$ cat src/hdl/codec_ctrl_cfg.svh
// Purpose: offsets, field positions, reset values of codec control words
// Assumes: 16-bit control words, select in the top two bits
// Notes:   definitions only
`ifndef CODEC_CTRL_CFG_SVH
`define CODEC_CTRL_CFG_SVH

// ----------------------------------------
// register select codes
// ----------------------------------------
`define CCR_SEL_HI      15
`define CCR_SEL_LO      14
`define CCR_SEL_ZERO    2'h0
`define CCR_SEL_ONE     2'h1

// ----------------------------------------
// register zero fields
// ----------------------------------------
`define CCR0_TEST_BIT   13
`define CCR0_ACTIVE_BIT 12
`define CCR0_GAIN_HI    11
`define CCR0_GAIN_LO    8
`define CCR0_MUTE_BIT   7
`define CCR0_RANGE_BIT  6
`define CCR0_INPUT_SELECT_BIT_BIT  5
`define CCR0_DIV_HI     4
`define CCR0_DIV_LO     0
`define CCR0_RESET      14'h0000

// ----------------------------------------
// register one fields
// ----------------------------------------
`define CCR1_DIR_BIT    13
`define CCR1_ADJ_HI     12
`define CCR1_ADJ_LO     6
`define CCR1_PRE_BIT    5
`define CCR1_DIV_HI     4
`define CCR1_DIV_LO     0
`define CCR1_RESET      14'h0030

// ----------------------------------------
// gain and internal clock figures
// ----------------------------------------
`define GAIN_MAX_CODE   4'hf
`define GAIN_STEP_DB    6'h03
`define ICK_PERIOD_DIV1 2'h1
`define ICK_PERIOD_DIV2 2'h2
`define ATTEN_RESET_DB  6'h2d

`endif

$ cat src/hdl/codec_ctrl_pkg.sv
// Purpose: shared types for the codec control register bank
// Assumes: nothing beyond the config header
// Notes:   numbers live in codec_ctrl_cfg.svh
package codec_ctrl_pkg;

  // ----------------------------------------
  // types
  // ----------------------------------------
  typedef logic [13:0] ctrl_body_t;

  typedef enum logic {
    adj_idle,
    adj_busy
  } adj_state_t;

endpackage : codec_ctrl_pkg

$ cat src/hdl/codec_control_regs.sv
// Purpose: decode serial control words into codec control registers zero and one
// Assumes: word_valid_i is a one-cycle strobe from the serial receiver on sys_clk_i
// Notes:   sys_clk_i is the input clock; derived clocks are register outputs
//
// Function
// - accepted 16-bit word goes to register picked by top two bits; protocol ignored.
// - select 00 loads register zero, 01 loads register one.
// - codec stays inactive until active bit set; clearing powers it down.
// - four-bit gain code gives attenuation in 3 dB steps, 1111 is 0 dB.
// - reset leaves gain code 0000 and test, active, mute, range, select clear.
// - mute bit clear suppresses analog output, set passes it.
// - range bit clear selects 500 mVp, set selects 160 mVp.
// - input select clear picks microphone, set picks auxiliary input.
// - adjust direction clear retards internal clock, set advances it at divide by two only; resets clear.
// - adjust amount n shifts internal clock one input cycle for n cycles.
// - prescaler clear gives internal clock divide by one, set by two; resets set.
// - first divider code zero disables the first output clock.
`timescale 1ns/1ps
`default_nettype none
`include "codec_ctrl_cfg.svh"

module codec_control_regs
  import codec_ctrl_pkg::*;
#(
  parameter int DIV_W = 5,
  parameter int ADJ_W = 7
) (
  // clock and reset
  input  wire logic             sys_clk_i,
  input  wire logic             rst_n_i,
  // control word from the serial receiver
  input  wire logic             word_valid_i,
  input  wire logic [15:0]      word_i,
  // register zero controls
  output logic                  loopback_test_o,
  output logic                  codec_active_o,
  output logic [3:0]            output_gain_field_o,
  output logic [5:0]            output_atten_db_o,
  output logic                  analog_out_pass_o,
  output logic                  mic_range_bit_o,
  output logic                  input_select_bit_o,
  // register one controls
  output logic                  phase_adjust_direction_o,
  output logic [ADJ_W-1:0]      phase_adjust_amount_o,
  output logic                  internal_prescaler_bit_o,
  output logic                  phase_adjust_busy_o,
  // derived clocks
  output logic                  internal_clock_o,
  output logic                  first_output_clock_o,
  output logic                  second_output_clock_o
);

  // ----------------------------------------
  // control word decode
  // ----------------------------------------
  ctrl_body_t ctrl_zero;
  ctrl_body_t ctrl_one;
  ctrl_body_t next_ctrl_zero;
  ctrl_body_t next_ctrl_one;
  logic       write_zero;
  logic       write_one;

  // selects 10 and 11 belong to registers outside this bank
  assign write_zero = word_valid_i
                    && (word_i[`CCR_SEL_HI:`CCR_SEL_LO] == `CCR_SEL_ZERO);
  assign write_one  = word_valid_i
                    && (word_i[`CCR_SEL_HI:`CCR_SEL_LO] == `CCR_SEL_ONE);

  // the 14-bit body lands whole; the fields are picked apart below
  always_comb begin
    next_ctrl_zero = ctrl_zero;
    next_ctrl_one  = ctrl_one;
    if (write_zero) begin
      next_ctrl_zero = word_i[13:0];
    end
    if (write_one) begin
      next_ctrl_one = word_i[13:0];
    end
  end

  always_ff @(posedge sys_clk_i or negedge rst_n_i) begin
    if (!rst_n_i) begin
      ctrl_zero <= `CCR0_RESET;
      ctrl_one  <= `CCR1_RESET;
    end else begin
      ctrl_zero <= next_ctrl_zero;
      ctrl_one  <= next_ctrl_one;
    end
  end

  // ----------------------------------------
  // register zero fields
  // ----------------------------------------
  logic [3:0] gain_code;

  assign gain_code = ctrl_zero[`CCR0_GAIN_HI:`CCR0_GAIN_LO];

  // powered down is the reset state, so the codec stays inactive until software opts in; the internal and first output clocks run from reset
  // the mute bit is a pass bit: clear means silent
  always_comb begin
    loopback_test_o     = ctrl_zero[`CCR0_TEST_BIT];
    codec_active_o      = ctrl_zero[`CCR0_ACTIVE_BIT];
    output_gain_field_o = gain_code;
    analog_out_pass_o   = ctrl_zero[`CCR0_MUTE_BIT];
    mic_range_bit_o     = ctrl_zero[`CCR0_RANGE_BIT];
    input_select_bit_o  = ctrl_zero[`CCR0_INPUT_SELECT_BIT_BIT];
  end

  // ----------------------------------------
  // register one fields
  // ----------------------------------------
  logic [ADJ_W-1:0] adj_amount;

  assign adj_amount = ctrl_one[`CCR1_ADJ_HI:`CCR1_ADJ_LO];

  // any register one write restarts the adjust run, even one meant only for a divider; a write with amount zero ends it
  always_comb begin
    phase_adjust_direction_o = ctrl_one[`CCR1_DIR_BIT];
    phase_adjust_amount_o    = adj_amount;
    internal_prescaler_bit_o = ctrl_one[`CCR1_PRE_BIT];
  end

  // ----------------------------------------
  // output attenuation
  // ----------------------------------------
  // attenuation in dB, positive number: 0 at code 1111, 45 at code 0000
  // registered to keep the multiply off the output path; it lags the gain by one cycle
  logic [3:0] gain_steps;
  logic [5:0] next_atten_db;

  assign gain_steps    = `GAIN_MAX_CODE - gain_code;
  assign next_atten_db = 6'(gain_steps) * `GAIN_STEP_DB;

  always_ff @(posedge sys_clk_i or negedge rst_n_i) begin
    if (!rst_n_i) begin
      output_atten_db_o <= `ATTEN_RESET_DB;
    end else begin
      output_atten_db_o <= next_atten_db;
    end
  end

  // ----------------------------------------
  // phase adjust sequencer
  // ----------------------------------------
  adj_state_t       adj_state;
  adj_state_t       next_adj_state;
  logic [ADJ_W-1:0] adj_left;
  logic [ADJ_W-1:0] next_adj_left;
  logic             ick_tick;

  // the run counts internal ticks, so its length in input cycles follows the prescaler
  always_comb begin
    next_adj_state = adj_state;
    next_adj_left  = adj_left;
    case (adj_state)
      adj_idle: begin
        next_adj_left = '0;
      end
      adj_busy: begin
        if (ick_tick) begin
          next_adj_left = adj_left - 1'b1;
          if (adj_left == ADJ_W'(1)) begin
            next_adj_state = adj_idle;
          end
        end
      end
      default: begin
        next_adj_state = adj_idle;
        next_adj_left  = '0;
      end
    endcase
    // a new write restarts the run and wins over the count running out
    if (write_one) begin
      next_adj_left  = word_i[`CCR1_ADJ_HI:`CCR1_ADJ_LO];
      next_adj_state = (word_i[`CCR1_ADJ_HI:`CCR1_ADJ_LO] == '0)
                     ? adj_idle : adj_busy;
    end
  end

  always_ff @(posedge sys_clk_i or negedge rst_n_i) begin
    if (!rst_n_i) begin
      adj_state <= adj_idle;
      adj_left  <= '0;
    end else begin
      adj_state <= next_adj_state;
      adj_left  <= next_adj_left;
    end
  end

  // straight from the state flop, so busy carries no decode glitch
  assign phase_adjust_busy_o = (adj_state == adj_busy);

  // ----------------------------------------
  // internal clock
  // ----------------------------------------
  logic [1:0] ick_base;
  logic [1:0] ick_period;
  logic [1:0] ick_cnt;
  logic [1:0] next_ick_cnt;
  logic       next_ick_level;

  // at divide by one the level stays high outside a retard run; the edges are those of the input clock
  always_comb begin
    ick_base = ctrl_one[`CCR1_PRE_BIT]
             ? `ICK_PERIOD_DIV2 : `ICK_PERIOD_DIV1;
    ick_period = ick_base;
    if (adj_state == adj_busy) begin
      if (!ctrl_one[`CCR1_DIR_BIT]) begin
        ick_period = ick_base + 2'h1;
      end else if (ick_base > 2'h1) begin
        // at divide by one a period cannot shrink further, so advance is lost
        ick_period = ick_base - 2'h1;
      end
    end
    ick_tick       = (ick_cnt >= ick_period - 2'h1);
    next_ick_cnt   = ick_tick ? 2'h0 : ick_cnt + 2'h1;
    next_ick_level = (next_ick_cnt == 2'h0);
  end

  always_ff @(posedge sys_clk_i or negedge rst_n_i) begin
    if (!rst_n_i) begin
      ick_cnt          <= 2'h0;
      internal_clock_o <= 1'b0;
    end else begin
      ick_cnt          <= next_ick_cnt;
      internal_clock_o <= next_ick_level;
    end
  end

  // ----------------------------------------
  // output clock dividers
  // ----------------------------------------
  // index 0: first clock from internal clock ticks
  // index 1: second clock from every input clock edge
  logic [DIV_W-1:0] div_code [2];
  logic             src_tick [2];
  logic             div_out  [2];

  assign div_code[0] = ctrl_one[`CCR1_DIV_HI:`CCR1_DIV_LO];
  assign div_code[1] = ctrl_zero[`CCR0_DIV_HI:`CCR0_DIV_LO];
  assign src_tick[0] = ick_tick;
  assign src_tick[1] = 1'b1;

  // ----------------------------------------
  // divider loop
  // ----------------------------------------
  // index 1 sees a tick on every edge, so its code 1 gives a steady high
  for (genvar g = 0; g < 2; g++) begin : gen_div
    logic [DIV_W-1:0] cnt;
    logic [DIV_W-1:0] next_cnt;
    logic [DIV_W-1:0] live_code;
    logic [DIV_W-1:0] next_live_code;
    logic             next_out;
    logic [DIV_W:0]   half;

    // a nonzero code written mid-period waits for the wrap; code zero drives the pin low at once
    always_comb begin
      // high for the first half of n source periods, rounded up
      half           = (DIV_W+1)'({1'b0, live_code} + 1'b1) >> 1;
      next_cnt       = cnt;
      next_out       = div_out[g];
      next_live_code = live_code;
      if (div_code[g] == '0) begin
        next_cnt       = '0;
        next_out       = 1'b0;
        next_live_code = '0;
      end else if (live_code == '0) begin
        // restart from a stopped divider with the counter at zero
        next_live_code = div_code[g];
      end else if (src_tick[g]) begin
        if (cnt >= live_code - 1'b1) begin
          next_cnt       = '0;
          next_live_code = div_code[g];
        end else begin
          next_cnt = cnt + 1'b1;
        end
        next_out = ({1'b0, next_cnt} < half);
      end
    end

    always_ff @(posedge sys_clk_i or negedge rst_n_i) begin
      if (!rst_n_i) begin
        cnt        <= '0;
        live_code  <= '0;
        div_out[g] <= 1'b0;
      end else begin
        cnt        <= next_cnt;
        live_code  <= next_live_code;
        div_out[g] <= next_out;
      end
    end
  end

  assign first_output_clock_o  = div_out[0];
  assign second_output_clock_o = div_out[1];

endmodule : codec_control_regs

`default_nettype wire

$ cat config.mk
export PLATFORM = sky130hd
export DESIGN_NAME = codec_control_regs
export DESIGN_NICKNAME = d
export VERILOG_FILES = /design/src/hdl/codec_ctrl_pkg.sv /design/src/hdl/codec_control_regs.sv
export VERILOG_INCLUDE_DIRS = /design/src /design/src/hdl
export SDC_FILE = /design/constraint.sdc
export NUM_CORES = 1
export LEC_CHECK = 0
export BUFFER_PORTS_ARGS = -buffer_cell sky130_fd_sc_hd__buf_2
export CAP_MARGIN = 20
export CELL_PAD_IN_SITES_DETAIL_PLACEMENT = 2
export CELL_PAD_IN_SITES_GLOBAL_PLACEMENT = 2
export CORE_ASPECT_RATIO = 1.25
export CORE_MARGIN = 2
export CORE_UTILIZATION = 37
export DETAILED_ROUTE_END_ITERATION = 10
export PLACE_DENSITY_LB_ADDON = 0.08
export SYNTH_ARGS = -nofsm -noshare
export SYNTH_HDL_FRONTEND = slang
export SYNTH_SLANG_ARGS = --single-unit
export TNS_END_PERCENT = 30
$ cat constraint.sdc
create_clock -name sys_clk_i -period 3.25 [get_ports sys_clk_i]
set_input_delay 0.325 -clock sys_clk_i [delete_from_list [all_inputs] [get_ports sys_clk_i]]
set_output_delay 0.325 -clock sys_clk_i [all_outputs]
set_load 0.02 [all_outputs]
Yosys cells after proc, flatten, opt, wreduce, memory -nomap -nowiden:

Index checks and enable logic that the tools add are counted.

* input port bits: 19
* word-level logic and storage cells: 90
* flip-flop bits (word level): 67
* output and inout port bits: 28

* multiply operators: 1
* bitwise logic cells: 1
* equality and inequality tests: 5
* $lt $le $gt $ge: 6
* reductions and logical operators: 15
* mux-type cells: 37
* add/sub/neg operators: 12

Operator list (count)
* $mux 5: 19
* $logic_not 5->1: 4
* $mux 7: 2
* $pmux 7 s2: 1
* $add 5x1->6 const B: 2
* $add 5x1->5 const B: 2
* $ge 5x5->1: 2
* $lt 5x5->1: 2
* $mux 1: 10
* $mux 2: 5
* $sub 5x1->5 const B: 2
* $reduce_bool 3->1: 3
* $eq 7x1->1 const B: 1
* $logic_not 7->1: 1
* $sub 7x1->7 const B: 1
* $mul 4x2->6 const B: 1
* $add 2x1->2 const B: 2
* $logic_not 2->1: 2
* $ne 2x2->1 const B: 2
* $reduce_and 2->1: 2
* $sub 2x1->2 const B: 2
* $sub 4x4->4 const A: 1
* $ne 3x2->1 const B: 1
* $eq 2x1->1 const B: 1
* 5 further kinds: 6

Longest topological paths before layout:

* depth in word-level cells: 14
* depth in mapped cells: 14
* depth with buffers taken out: 14

Worst setup path before layout:

Ideal clock, no wire load.

* kind: register to register
* start point: register gen_div[1].live_code[2]
* end point: register div_out (netlist bit second_output_clock_o)
* slack: 334 ps
* data arrival time: 2838 ps
* library setup time: 78 ps
* period minus slack after synthesis: 2916 ps
* data required time: 3172 ps
* buffers on the path: 1
* stages on the path, launching flop included: 15
* cell sequence: dfrtp_1 clkbuf_1 nor3_1 xnor2_1 ha_1 o211ai_1 o21ai_0 a21o_1 nor2_1 ha_1 a21oi_1 nand2_1 a2111oi_0 o31ai_1 a21oi_1

* cells in the longest elaborated chain, start to end: 8
* elaborated cells between the ends (all ways): 11
* those cells by class: 2 x add/sub; 2 x order compare; 1 x eq/ne; 5 x mux; 1 x reduce/logical

Ends and longest elaborated chain
* start: declaration: line codec_control_regs.sv:251 `logic [DIV_W-1:0] live_code;`
* start signal: assignment: line codec_control_regs.sv:288 `live_code <= next_live_code;`
* $sub 5x1->5: line codec_control_regs.sv:271 `if (cnt >= live_code - 1'b1) begin`
* $ge 5x5->1: line codec_control_regs.sv:271
* $mux 5: line codec_control_regs.sv:271
* $mux 5: line codec_control_regs.sv:267 `end else if (live_code == '0) begin`
* $mux 5: line codec_control_regs.sv:263 `if (div_code[g] == '0) begin`
* $lt 5x5->1: line codec_control_regs.sv:277 `next_out = ({1'b0, next_cnt} < half);`
* $mux 1: line codec_control_regs.sv:267
* $mux 1: line codec_control_regs.sv:263
* end signal: indexed assignment: line codec_control_regs.sv:289 `div_out[g] <= next_out;`
* end: declaration: line codec_control_regs.sv:237 `logic div_out [2];`

Parallel ways exist; a longest one is shown, timed or not. The select of a mux whose other input is x is not followed.
A chain may end at the register's enable or synchronous reset.

Final worst setup path:

* start point: register gen_div[1].live_code[0]
* end point: register div_out (netlist bit second_output_clock_o)

Same word-level chain as after synthesis.

==> results by group <==
Clock tree
  – Num CTS Buffers: 9
  – CTS Buffer Depth: 2
  – Root Driver: clkbuf_16
  – CTS tree: yes
  – CTS Sinks: 67
  – CTS H-Tree Depth: 3
  – Clock-pin slew on the worst setup and hold paths: ~0.060 ns
  – Cts hold-fix bufs: 0
  – Clock latency on the worst-skew pair: roughly 0.34 ns

Synthesis
  – Synth warn: 0
  – Synth Net Count: around 440
  – Seq/Total Area, Yosys: about 44%
  – Largest cells by area after synthesis: dfrtp_1 (40%), ha_1 (11%), nand2_1 (6.5%)
  – Synth Flop Type: dfrtp_1
  – Cells after synthesis: around 390
  – Post-synth EDFFs: 0
  – Synthesized cell area: between 0.003 and 0.004 mm2
  – Area leader, netlist: dfrtp_1
  – Most common cell in the netlist: nand2_1
  – Flops & latches, synth: 67
  – Avg Cell Area, Syn: between 9 and 10 um2
  – Library cells used by synthesis: 47
  – Synth async-reset ratio: 100%
  – Synth top cells by count: nand2_1 (66), dfrtp_1 (61), ha_1 (35)
  – Share of the synthesized area in the top cell type: between 40% and 50%

Worst setup path
  – WP depth: 14
  – CP arrival: between 3 and 4 ns
  – CP max-delay cell: dfrtp_1
  – CP bufs+invs: 1
  – CP endpoint kind: register
  – CP dominant cell by count: ha_1
  – Nature of the critical path startpoint: register
  – Cell family with most CP delay: compound AO/OA/AOI/OAI gates
  – CP Cell Sequence: inv_1 -> ha_1 -> xnor2_1 -> ha_1 -> o211ai_1 -> o21ai_2 -> a21o_1 -> nor2_1 -> ha_1 -> a21oi_1 -> nand2_1 -> a2111oi_1 -> o31ai_1 -> a21oi_1
  – WP data required: around 3.5 ns
  – Slowest stage delay, CP: approximately 0.40 ns
  – Crit path max fanout: 5
  – Register-to-Register Path Depth: 14
  – Critical path class: register to register

Final layout
  – Ant. Diodes: 0
  – Nets: slightly below 500
  – Fraction of layout cells with a size suffix above 1: roughly a quarter
  – Post-route cell area: 0.00453 mm2
  – Final cell count without fillers: roughly 570
  – # fillers: approximately 1100
  – Register area: about 0.0017 mm2
  – Area Growth Syn to Fin: 18.8%
  – Area of the multi-input gates: 0.00194 mm2

STA
  – Fin crit share: roughly 93%
  – Minimum clock period: ~3.0 ns
  – Actual slew at the worst max-slew pin: 0.833 ns
  – Max_slew headroom: between 40 and 50%
  – Fmax: roughly 330 MHz
  – Final worst setup slack: ~0.24 ns
  – Max Slew Vio Count: 0
  – Final setup vio count: 0
  – RSZ-0062 raised after global routing: false
  – Final Hold Viols: 0
  – Setup TNS: 0 ns
  – Final Skew: around 0.0069 ns

Die
  – # rows: 41
  – Die ar.: around 0.011 mm2
  – Die height: approximately 120 um
  – Die X: about 95 um
  – Initial core utilization: between 30% and 40%
  – Core area: approximately 0.01 mm2
  – # IOs: between 40 and 50

Drt
  – DRC Markers: 0
  – Wire per inst: between 15 and 20 um
  – Drt first pass iters: 3
  – DRT iter0 DRCs: 59
  – Via/cell ratio: around 5.2
  – Total detailed-routing wirelength: ~10 mm
  – Via count: ~3000
  – Final ANT Viol Nets: 0

GRT
  – Met3 GRT Util: under 10%
  – Largest net degree at the start of global routing: 36
  – Top Usage Layer GRT: met2
  – Met1 Use GR: 22.2%
  – Vias in the first global route: around 3400
  – Total Routing Usage GR: between 20% and 30%
  – Antenna violations before repair: 0
  – GRT overflow: 0
  – Met2 Use GR: 37.7%
  – First-pass GRT wire length: 17.2 mm

Outcome
  – Outcome: completed

Power
  – Pwr Density: roughly 1200 mW/mm2
  – Leak: 0.00214 uW
  – VDD IR max: 0.437 mV

Placement
  – Placer Congestion: about 0.8
  – DP Area: between 0.004 and 0.005 mm2
  – Hpwl dp: approximately 7.8 mm
  – Placed insts: 549
  – Port-buffer cells: 46
  – Pre-CTS setup slack: 0.0654 ns

Job
  – MaxCap Viol Count: 0

Worst hold path
  – Hold/Removal Path Class: primary input to async pin
per-stage QoR:
| stage | util (%) | hold slack [ns] | total power (uW) |
|---|---|---|---|
| after floorplan | - | 0.0294 | 3270 |
| after global placement | 41.4 | 0.432 | 3880 |
| after detailed placement | 41.4 | 0.446 | 4040 |
| after CTS | 44.8 | 0.0904 | 5260 |
| after global routing | 45.1 | 0.124 | 5690 |
| final | 45.1 | 0.0786 | 5230 |
layout by cell type, fill, tap and decap left out, types with 5 or more instances in the layout:
cell       instances
dfstp_2            6
ha_1              35
a21o_1             5
mux2_2            17
dfrtp_1           61
clkbuf_16          9
buf_2             46
nand2_1           66
xnor2_1           18
nor4_1             5
inv_1             18
buf_4             10
nand3_1           13
a21oi_1           16
nor3_1             5
nor2_1            20
or4_1              6
xor2_1             8
o21ai_0           21
power breakdown:
group	leakage [uW]	total, uW	internal [uW]	switching (uW)
combinational	0.00115	2650	1220	1440
clock	0.000170	1150	756	396
sequential	0.000820	1420	1130	289
worst paths after layout:
path | start | to | slack [ns]
worst max-delay path | gen_div[1].live_code[0] | second_output_clock_o | 0.24
worst min-delay path | rst_n_i | gen_div[0].cnt[2] | 0.08
worst max register to register | gen_div[1].live_code[0] | second_output_clock_o | 0.24
worst min register to register | ctrl_zero[8] | output_atten_db_o[0] | 0.46
max in group asynchronous | rst_n_i | ctrl_one[5] | 2.44
min in group sys_clk_i | word_i[3] | ctrl_one[3] | 0.22
registers in the layout, indices dropped and copies added (netlist names):
signal                 count
first_output_clock_o       1
output_atten_db_o          6
ctrl_zero                 14
gen_div.live_code         10
ctrl_one                  14
ick_cnt                    2
gen_div.cnt               10
internal_clock_o           1
phase_adjust_busy_o        1
second_output_clock_o      1
adj_left                   7
final cells by class:
cell class                      instances  share of cell area, %
Sequential cell                        67                   37.2
Clock inverter                          7                   2.76
Tap cell                              129                   3.56
Inverter                               18                   1.49
Clock buffer                            9                   4.97
Multi-Input combinational cell        280                   42.9
Timing Repair Buffer                   57                   7.18
routing by layer:
| layer | vias to the layer above | part of all wire, % |
|---|---|---|
| li1 | 1422 | - |
| met1 | 1489 | 39 |
| met2 | 40 | 58 |
| met3 | 13 | 2.5 |
| met4 | 0 | 1.4 |
| met5 | - | 0 |
kinds of logic after synthesis:
| group | Yosys count | share of synthesized area [%] |
|---|---|---|
| compound gates | 63 | 10.1 |
| xor+xnor | 26 | 5.97 |
| fa+ha+maj | 36 | 12.0 |
| buf+inv | 42 | 5.28 |
| flops | 67 | 44.1 |
| mux | 17 | 5.02 |
| simple gates | 138 | 17.4 |
timing repair:
| action | 4_1_cts | 5_1_grt |
|---|---|---|
| setup buffers | 0 | 2 |
| pin swaps | 0 | 1 |
| gates resized for setup | 1 | 3 |
| setup endpoints to repair | 1 | 1 |
No activity file was read; power rests on OpenSTA's default activity.
